--- src/core/bus_term_pkg.sv ---
// Shared types and constants for the bus termination controller
package bus_term_pkg;

  // ****************
  // Fixed fault vector number and address
  // ****************
  localparam logic [23:0] FAULT_VECTOR_ADDR = 24'h000008;
  localparam logic [7:0] FAULT_VECTOR_NUM = 8'h02;

  // ****************
  // Synchroniser lanes and reset level (pins are active low)
  // ****************
  localparam int SYNC_W = 4;
  localparam int LANE_ACK = 0;
  localparam int LANE_FAULT = 1;
  localparam int LANE_HALT = 2;
  localparam int LANE_BREQ = 3;
  localparam logic [SYNC_W-1:0] SYNC_RESET = 4'hf;

  // ****************
  // Types
  // ****************
  typedef struct packed {
    logic [23:0] addr;
    logic [2:0] fc;
    logic [15:0] wdata;
    logic write;
    logic rmw;
  } bus_req_t;

  localparam bus_req_t REQ_RESET = '0;

  typedef struct packed {
    logic done;
    logic [15:0] rdata;
  } bus_rsp_t;

  typedef struct packed {
    logic start;
    logic [7:0] vector;
    logic [23:0] vector_addr;
  } exc_req_t;

  typedef struct packed {
    logic halted_by_pin;
    logic rerun_wait;
    logic double_fault;
  } stop_status_t;

  typedef enum logic [3:0] {
    ST_IDLE = 4'h0,
    ST_ADDR = 4'h1,
    ST_WAIT = 4'h2,
    ST_TERM_OK = 4'h3,
    ST_TERM_FAULT = 4'h4,
    ST_FLOAT = 4'h5,
    ST_RERUN = 4'h6,
    ST_STOPPED = 4'h7,
    ST_DFAULT = 4'h8
  } term_state_t;

endpackage

--- src/core/bus_term_ctrl.sv ---
// Bus cycle termination: fault, stop, re-run, single step and double fault
`timescale 1ns/1ps
`default_nettype none

module bus_term_ctrl (
  input wire logic i_clk,
  input wire logic i_nrst,
  input wire bus_term_pkg::bus_req_t i_req,
  input wire logic i_req_valid,
  output logic o_req_ready,
  output bus_term_pkg::bus_rsp_t o_rsp,
  output bus_term_pkg::exc_req_t o_exc,
  input wire logic i_instr_start,
  input wire logic i_transfer_ack_n,
  input wire logic i_bus_fault_in_n,
  input wire logic i_halt_n,
  input wire logic i_bus_req_n,
  output logic o_bus_grant_n,
  output logic o_address_strobe_n,
  output logic o_read_write,
  output logic [23:0] o_addr,
  output logic [2:0] o_function_code_lines,
  output logic o_addr_oe_n,
  input wire logic [15:0] i_data,
  output logic [15:0] o_data,
  output logic o_data_oe_n,
  output bus_term_pkg::stop_status_t o_status
);
  import bus_term_pkg::*;

  // ****************
  // Input synchronisers
  // ****************
  logic [SYNC_W-1:0] meta_reg;
  logic [SYNC_W-1:0] sync_reg;
  logic ack;
  logic fault;
  logic halt;
  logic breq;

  always_ff @(posedge i_clk or negedge i_nrst)
  begin
    if (!i_nrst)
    begin
      meta_reg <= SYNC_RESET;
      sync_reg <= SYNC_RESET;
    end
    else
    begin
      meta_reg <= {i_bus_req_n, i_halt_n, i_bus_fault_in_n, i_transfer_ack_n};
      sync_reg <= meta_reg;
    end
  end

  assign ack = !sync_reg[LANE_ACK];
  assign fault = !sync_reg[LANE_FAULT];
  assign halt = !sync_reg[LANE_HALT];
  assign breq = !sync_reg[LANE_BREQ];

  // ****************
  // State machine
  // ****************
  term_state_t state_reg;
  term_state_t state_next;
  bus_req_t req_reg;
  logic boot_reg;
  logic exc_active_reg;
  logic grant_reg;
  logic start_cycle;
  logic exc_fire;
  logic double_hit;

  function automatic logic cycle_busy(input term_state_t s);
    cycle_busy = (s == ST_ADDR) || (s == ST_WAIT) || (s == ST_TERM_OK) || (s == ST_TERM_FAULT);
  endfunction

  assign o_req_ready = (state_reg == ST_IDLE) && !halt && !grant_reg;
  assign start_cycle = o_req_ready && i_req_valid;
  assign double_hit = boot_reg || exc_active_reg;
  assign exc_fire = (state_reg == ST_FLOAT) && !fault && !double_hit;

  always_comb
  begin
    state_next = state_reg;
    unique case (state_reg)
      ST_IDLE:
        if (start_cycle)
          state_next = ST_ADDR;
      ST_ADDR:
        state_next = ST_WAIT;
      ST_WAIT:
        if (fault)
          state_next = ST_TERM_FAULT;
        else if (ack)
          state_next = ST_TERM_OK;
      ST_TERM_OK:
        state_next = halt ? ST_STOPPED : ST_IDLE;
      ST_TERM_FAULT:
        if (halt && !req_reg.rmw)
          state_next = ST_RERUN;
        else
          state_next = ST_FLOAT;
      ST_FLOAT:
        if (!fault)
          state_next = double_hit ? ST_DFAULT : ST_IDLE;
      // A re-run waits until halt is released and no other master holds the bus
      ST_RERUN:
        if (!halt && !grant_reg)
          state_next = fault ? ST_FLOAT : ST_ADDR;
      ST_STOPPED:
        if (!halt)
          state_next = ST_IDLE;
      ST_DFAULT:
        state_next = ST_DFAULT;
      default:
        state_next = ST_IDLE;
    endcase
  end

  always_ff @(posedge i_clk or negedge i_nrst)
  begin
    if (!i_nrst)
    begin
      state_reg <= ST_IDLE;
    end
    else
    begin
      state_reg <= state_next;
    end
  end

  // Request is held for the whole cycle so a re-run repeats it exactly
  always_ff @(posedge i_clk or negedge i_nrst)
  begin
    if (!i_nrst)
    begin
      req_reg <= REQ_RESET;
    end
    else if (start_cycle)
    begin
      req_reg <= i_req;
    end
  end

  // ****************
  // Double fault tracking
  // ****************
  always_ff @(posedge i_clk or negedge i_nrst)
  begin
    if (!i_nrst)
    begin
      boot_reg <= 1'b1;
      exc_active_reg <= 1'b0;
    end
    else
    begin
      if (i_instr_start)
      begin
        boot_reg <= 1'b0;
      end
      if (exc_fire)
      begin
        exc_active_reg <= 1'b1;
      end
      else if (i_instr_start)
      begin
        exc_active_reg <= 1'b0;
      end
    end
  end

  // ****************
  // Exception request and read response
  // ****************
  always_ff @(posedge i_clk or negedge i_nrst)
  begin
    if (!i_nrst)
    begin
      o_exc <= '0;
      o_rsp <= '0;
    end
    else
    begin
      o_exc.start <= exc_fire;
      o_exc.vector <= FAULT_VECTOR_NUM;
      o_exc.vector_addr <= FAULT_VECTOR_ADDR;
      o_rsp.done <= (state_reg == ST_WAIT) && ack && !fault;
      if ((state_reg == ST_WAIT) && ack && !fault && !req_reg.write)
      begin
        o_rsp.rdata <= i_data;
      end
    end
  end

  // ****************
  // Bus pins
  // ****************
  always_ff @(posedge i_clk or negedge i_nrst)
  begin
    if (!i_nrst)
    begin
      o_address_strobe_n <= 1'b1;
      o_addr_oe_n <= 1'b1;
      o_data_oe_n <= 1'b1;
      o_read_write <= 1'b1;
      o_addr <= '0;
      o_function_code_lines <= '0;
      o_data <= '0;
    end
    else
    begin
      o_address_strobe_n <= !((state_next == ST_ADDR) || (state_next == ST_WAIT));
      o_addr_oe_n <= !((cycle_busy(state_next) && (state_next != ST_TERM_FAULT))
        || (state_next == ST_IDLE));
      o_data_oe_n <= !(cycle_busy(state_next) && (state_next != ST_TERM_FAULT)
        && req_reg.write);
      if (start_cycle)
      begin
        o_read_write <= !i_req.write;
        o_addr <= i_req.addr;
        o_function_code_lines <= i_req.fc;
        o_data <= i_req.wdata;
      end
    end
  end

  // ****************
  // Arbitration, independent of stop
  // ****************
  always_ff @(posedge i_clk or negedge i_nrst)
  begin
    if (!i_nrst)
    begin
      grant_reg <= 1'b0;
    end
    else
    begin
      grant_reg <= breq && (grant_reg || !cycle_busy(state_next));
    end
  end

  assign o_bus_grant_n = !grant_reg;

  // ****************
  // Stop status
  // ****************
  always_ff @(posedge i_clk or negedge i_nrst)
  begin
    if (!i_nrst)
    begin
      o_status <= '0;
    end
    else
    begin
      o_status.halted_by_pin <= (state_next == ST_STOPPED);
      o_status.rerun_wait <= (state_next == ST_RERUN);
      o_status.double_fault <= (state_next == ST_DFAULT);
    end
  end

  // ****************
  // Assertions
  // ****************
  property p_fault_ends;
    @(posedge i_clk) disable iff (!i_nrst)
    (state_reg == ST_WAIT && fault) |=> (state_reg == ST_TERM_FAULT);
  endproperty
  a_fault_ends: assert property (p_fault_ends) else $error("fault did not end cycle");

  property p_strobe_drop;
    @(posedge i_clk) disable iff (!i_nrst)
    (state_reg == ST_WAIT && fault) |=> o_address_strobe_n;
  endproperty
  a_strobe_drop: assert property (p_strobe_drop) else $error("strobe kept on fault");

  property p_float_held;
    @(posedge i_clk) disable iff (!i_nrst)
    (state_reg == ST_TERM_FAULT || state_reg == ST_FLOAT) |-> (o_addr_oe_n && o_data_oe_n);
  endproperty
  a_float_held: assert property (p_float_held) else $error("bus driven during fault");

  property p_exc_vector;
    @(posedge i_clk) disable iff (!i_nrst)
    o_exc.start |-> ($past(state_reg) == ST_FLOAT && o_exc.vector_addr == FAULT_VECTOR_ADDR);
  endproperty
  a_exc_vector: assert property (p_exc_vector) else $error("bad fault exception start");

  property p_rerun_same;
    @(posedge i_clk) disable iff (!i_nrst)
    (state_reg == ST_RERUN && !halt && !fault && !grant_reg) |=> (state_reg == ST_ADDR)
      ##1 (o_addr == $past(o_addr, 2) && !o_address_strobe_n);
  endproperty
  a_rerun_same: assert property (p_rerun_same) else $error("re-run not identical");

  property p_no_rmw_rerun;
    @(posedge i_clk) disable iff (!i_nrst)
    (state_reg == ST_TERM_FAULT && req_reg.rmw) |=> (state_reg == ST_FLOAT);
  endproperty
  a_no_rmw_rerun: assert property (p_no_rmw_rerun) else $error("indivisible cycle re-run");

  property p_halt_quiet;
    @(posedge i_clk) disable iff (!i_nrst)
    (state_reg == ST_IDLE && halt) |=> (state_reg != ST_ADDR);
  endproperty
  a_halt_quiet: assert property (p_halt_quiet) else $error("cycle started while stopped");

  property p_double;
    @(posedge i_clk) disable iff (!i_nrst)
    (state_reg == ST_FLOAT && !fault && double_hit) |=> o_status.double_fault [*3];
  endproperty
  a_double: assert property (p_double) else $error("double fault not held");

  property p_dfault_stuck;
    @(posedge i_clk) disable iff (!i_nrst)
    (state_reg == ST_DFAULT) |=> (state_reg == ST_DFAULT && o_addr_oe_n);
  endproperty
  a_dfault_stuck: assert property (p_dfault_stuck) else $error("left double fault");

  property p_grant_stopped;
    @(posedge i_clk) disable iff (!i_nrst)
    (state_reg == ST_STOPPED && breq) |=> !o_bus_grant_n;
  endproperty
  a_grant_stopped: assert property (p_grant_stopped) else $error("no grant while stopped");

  c_rerun: cover property (@(posedge i_clk) disable iff (!i_nrst)
    state_reg == ST_RERUN ##[1:50] state_reg == ST_ADDR);
  c_exc: cover property (@(posedge i_clk) disable iff (!i_nrst) o_exc.start);
  c_step: cover property (@(posedge i_clk) disable iff (!i_nrst)
    state_reg == ST_TERM_OK ##1 state_reg == ST_STOPPED);
  c_dfault: cover property (@(posedge i_clk) disable iff (!i_nrst) o_status.double_fault);

endmodule

`default_nettype wire

--- config.mk ---
export PLATFORM = sky130hd
export DESIGN_NAME = bus_term_ctrl
export DESIGN_NICKNAME = d
export VERILOG_FILES = /design/src/core/bus_term_pkg.sv /design/src/core/bus_term_ctrl.sv
export SDC_FILE = /design/constraint.sdc
export NUM_CORES = 1
export LEC_CHECK = 0
export ABC_AREA = 1
export BUFFER_PORTS_ARGS = -buffer_cell sky130_fd_sc_hd__buf_2
export CORE_MARGIN = 10
export CORE_UTILIZATION = 46
export DETAILED_ROUTE_END_ITERATION = 10
export PLACE_DENSITY = 0.91
export SLEW_MARGIN = 20
export SYNTH_ARGS = -nofsm -noshare
export SYNTH_HDL_FRONTEND = slang
export SYNTH_SLANG_ARGS = --single-unit
--- constraint.sdc ---
create_clock -name i_clk -period 2.2 [get_ports i_clk]
set_clock_uncertainty 0.1 [all_clocks]
set_input_delay 0.11 -clock i_clk [delete_from_list [all_inputs] [get_ports i_clk]]
set_output_delay 0.11 -clock i_clk [all_outputs]
set_load 0.01 [all_outputs]
* Word level (Yosys, flattened, before mapping) *
Index checks and enable logic that the tools add are counted.
W data, S select, Z words.

word-level totals
  input port bits = 69
  output and inout port bits = 102
  logic and storage cells = 85
  bits in registers = 86

operators by class
  reduce and logical (&&, ||, !) cells = 34
  equal/unequal tests = 16
  mux-type cells = 13

operator list
  operator              count
  $pmux W4 S9           1
  $eq A4 B3 Y1 const B  7
  $mux W4               7
  $eq A4 B2 Y1 const B  4
  $logic_and A1 B1 Y1   13
  $logic_not A1 Y1      12
  $eq A4 B1 Y1 const B  2
  $eq A4 B4 Y1 const B  2
  $logic_not A4 Y1      2
  $logic_or A1 B1 Y1    6
  $mux W3               2
  $ne A4 B3 Y1 const B  1
  $mux W1               2
  $mux W2               1
  $reduce_bool A2 Y1    1

* Depth between registers and ports, before layout *
  depth in word-level cells = 13
  gate-level depth with buffers = 11

* Least setup slack after synthesis *
No wires, ideal clock.

  path kind = register to register
  start point = reg sync_reg[2]
  end point = reg o_addr[0]
  setup slack = 0.556 ns
  cell stages (with the launch flop) = 10
  arrival = 1.427 ns
  clock period less this slack = 1.644 ns
  setup time = 0.116 ns
  required time = 1.984 ns
  buffers on the path = 2
  cells stage by stage = dfstp_2 > inv_1 > nor2_2 > inv_1 > nor2_2 > nand2_2 > buf_6 > buf_2 > nand2_1 > nand2_1

between the ends
  word-level cells in the longest chain between the ends = 3

ends and longest elaborated chain
  what                              line                  text
  from (decl)                       bus_term_ctrl.sv:35   logic [SYNC_W-1:0] sync_reg;
  from (signal assigned)            bus_term_ctrl.sv:51   sync_reg <= meta_reg;
  $logic_and A1 B1 Y1 (2 in a row)  bus_term_ctrl.sv:77   assign o_req_ready = (state_reg == ST_IDLE) && !halt && !grant_reg;
  named net o_req_ready             bus_term_ctrl.sv:10   output logic o_req_ready,
  $logic_and A1 B1 Y1               bus_term_ctrl.sv:78   assign start_cycle = o_req_ready && i_req_valid;
  to (signal assigned)              bus_term_ctrl.sv:220  o_addr <= i_req.addr;
  to (decl)                         bus_term_ctrl.sv:21   output logic [23:0] o_addr,

The timed path passes the listed nets, and every way through them passes these cells.
A chain may end at the register's enable or synchronous reset.

* Worst setup path after layout *
  start point = reg sync_reg[2]
  end point = reg o_addr[14]

between the ends
  word-level cells in the longest chain between the ends = 3

ends and longest elaborated chain
  what                              line
  $logic_and A1 B1 Y1 (2 in a row)  bus_term_ctrl.sv:77
  $logic_and A1 B1 Y1               bus_term_ctrl.sv:78

No other way between the ends.

==> results.md <==
* Drt first-iter violations at 133
* Final HPWL DP at 7.052 mm
* Setup violators final at 0
* Worst hold path type: in -> async
* Flop pwr share at 0.424
* Reg2Reg Setup Slack at 0.31 ns
* Placed Cells at 607
* Synth Flop Type: dfrtp_1
* Slew HR at 0.6483
* Fin Setup TNS at 0 ns
* CTS tree: yes
* First-pass GRT wire length at 17.16 mm
* Fin cells at 690
* Static leakage at 2.875 nW
* Clock network fraction of total power at 0.185
* Post-DRT Antenna Nets at 0
* Clock Pin Slew Worst Setup and Hold Paths at 0.08 ns
* CP endpoint kind: flip-flop
* Pint at 0.003795 W
* Most common cell in the synthesized netlist: nand2_1
* GRT overflow at 0
* Initial antenna violation count at 0
* # Max-Cap Violations at 0
* # DRC at 0
* Status: complete, no violations
* CP Launch Type: flip-flop
* Slew Viols, Final at 0
* Power share of the combinational group at 0.391
* H-Tree Depth at 3
* Drt first pass iters at 4
* Worst EP required at 2.33 ns
* Synthesis-to-layout area growth at 42.58%
* Peak VDD IR at 675.3 uV
* Largest register by flop count: o_addr
* Kind of critical path: reg -> reg
* Largest regs: o_addr: 24 flops, o_rsp: 17 flops, o_data: 16 flops
* Post-synth EDFFs at 0
* Clock Latency Late Sink at 0.35 ns
* Util after Layout at 0.6725
* Port buffer count at 140
* Fin crit share at 0.8594
* Clk sink count at 86
* Tot GR Track Use at 0.1834
* Cell area after synthesis at 3626 um2
* Switching power at 0.002321 W
* Width of the die at 108.8 um
* Worst-path maximum fanout at 33
* Standard-cell rows at 32
* Critical path arrival at 2.03 ns
* Synth area leaders: dfrtp_1 (50%), nand2_1 (16%), dfstp_2 (9.4%)
* Via count at 3174
* Max reg flops at 24
* Avg Cell Area, Syn at 9.721 um2
* Drt wl/cell at 15.64 um
* Share of the synthesized area in the top cell type at 0.5038
* Max Clock Freq at 528.9 MHz
* Core area at 7687 um2
* Most frequent cells after synthesis: nand2_1 (157), dfrtp_1 (73), buf_4 (35)
* Area leader, netlist: dfrtp_1
* # nets final at 652
* TritonCTS buffer count at 9
* Drt total wl at 10.79 mm
* CTS Root Cell: clkbuf_8
* Final Hold Vio Count at 0
* Minimum clock period at 1.891 ns
* Largest net degree at the start of global routing at 47
* Ports at 171
* Reg2reg path depth at 8
* Pwr dens at 1183 nW/um2
* Worst Max-Slew Pin Slew at 0.5276 ns
* Layout cells sized above 1 at 0.3469
* Setup Buffers After CTS at 0
* Async SR Flop Fraction at 1.000
* R2r startpoint: sync_reg[2]
* Ys Warns at 0
* Total die area at 11830 um2
* Switching share of total power at 0.3795
* Cell variety after synth at 23
* GPL Wtd Cong at 0.8803
* Die height at 108.8 um
* Ant. Diodes at 0
* #FFs+latches synth at 86
* Initial Util at 0.4717
* Longest Clk Path Bufs at 2
* R2R Path End: o_addr[14]
* DR vias/cell at 4.600
* Syn Inst Count at 373
* RSZ-0062 raised after global routing: no
* Sequential fraction of the synthesis area at 0.5980
* Vias in the first global route at 3495
[critical path, cell delays in order (launching register included)]
cell and delay [ns]:
dfstp_2 0.54, inv_1 0.06, nor2_2 0.15, inv_1 0.07, nor2_2 0.13, nand2_2 0.21, buf_4 0.32, nand2_1 0.11
nand2_1 0.07
[power by group through the flow]
stage                     Sequential (W)  Combinational, W  Clock (W)
after floorplan                  0.00285           0.00109          0
after global placement           0.00258           0.00220          0
after detailed placement         0.00260           0.00227          0
after CTS                        0.00258           0.00237    0.00116
after global routing             0.00267           0.00266    0.00123
final                            0.00259           0.00239    0.00113
[cells in the final DEF, fill, tap and decap left out]
cell and instances:
clkinv_4 1, dlygate4sd3_1 67, buf_4 4, clkinvlp_4 2, inv_2 5, o21ai_0 5
nor2_1 19, buf_2 139, a21oi_2 2, nand2_1 157, a21oi_1 2, nand2_2 1
nand3_1 12, inv_1 16, mux2_2 6, nor2_2 6, inv_6 3, conb_1 31
mux2_4 10, clkbuf_8 9, dfrtp_1 73, dfstp_2 13, nor3b_1 1, bufinv_16 1
o21ai_1 1, nand2_4 1, buf_12 1
[routing by layer]
metal  track usage  up-vias  wire, um
li1              -     1497         -
met1        0.1892     1495      3894
met2        0.3233      155      5533
met3       0.07080       27      1020
met4       0.08380        0       341
met5             0        -         0
[stage by stage]
stage | area [um2] | setup slack [ns] | hold WS [ns] | total power (W)
2_1_floorplan | 3735 | 0.5565 | -0.2856 | 0.003943
3_3_place_gp | 4295 | 0.4181 | 0.01308 | 0.004778
3_5_place_dp | 4295 | 0.3541 | 0.02692 | 0.004874
4_1_cts | 5170 | 0.3343 | 0.1461 | 0.006108
5_1_grt | 5170 | 0.1484 | 0.1826 | 0.006568
6_report | 5170 | 0.3094 | 0.1771 | 0.006116
[how the worst max path moves through the flow]
stage | start | to | slack [ns] | cells past startpoint
floorplan | sync_reg[2] | o_addr[0] | 0.56 | 9
global placement | sync_reg[2] | req_reg[1] | 0.42 | 8
detailed placement | sync_reg[2] | o_data[4] | 0.35 | 8
CTS | sync_reg[2] | o_data[4] | 0.33 | 8
global route | sync_reg[2] | o_addr[14] | 0.15 | 8
finish | sync_reg[2] | o_addr[14] | 0.31 | 8
[cell type report]
type,count,area [um2]
tap,102,127.6
clock buffer,9,123.9
fill,581,2517
clock inverter,7,80.08
inverter,21,78.83
timing repair buffer,211,1416
multi-input combinational,254,1175
sequential,86,2168
[cells by family (layout without fill, tap and decap cells)]
logic type / after synthesis / in the layout / share of synthesized area
multiplexers: 16 / 16 / 0.06004
other: 2 / 31 / 0.002071
AO/OA/AOI/OAI: 10 / 10 / 0.01587
AND/OR/NAND/NOR: 197 / 197 / 0.2160
buffers and inverters: 62 / 248 / 0.1080
flip-flops: 86 / 86 / 0.5980
[timing repair]
item | 4_1_cts | 5_1_grt
endpoints found under the hold margin | 106 | 0
resized for setup | 0 | 0
hold buffers | 67 | 0
No activity file was read; power rests on OpenSTA's default activity.
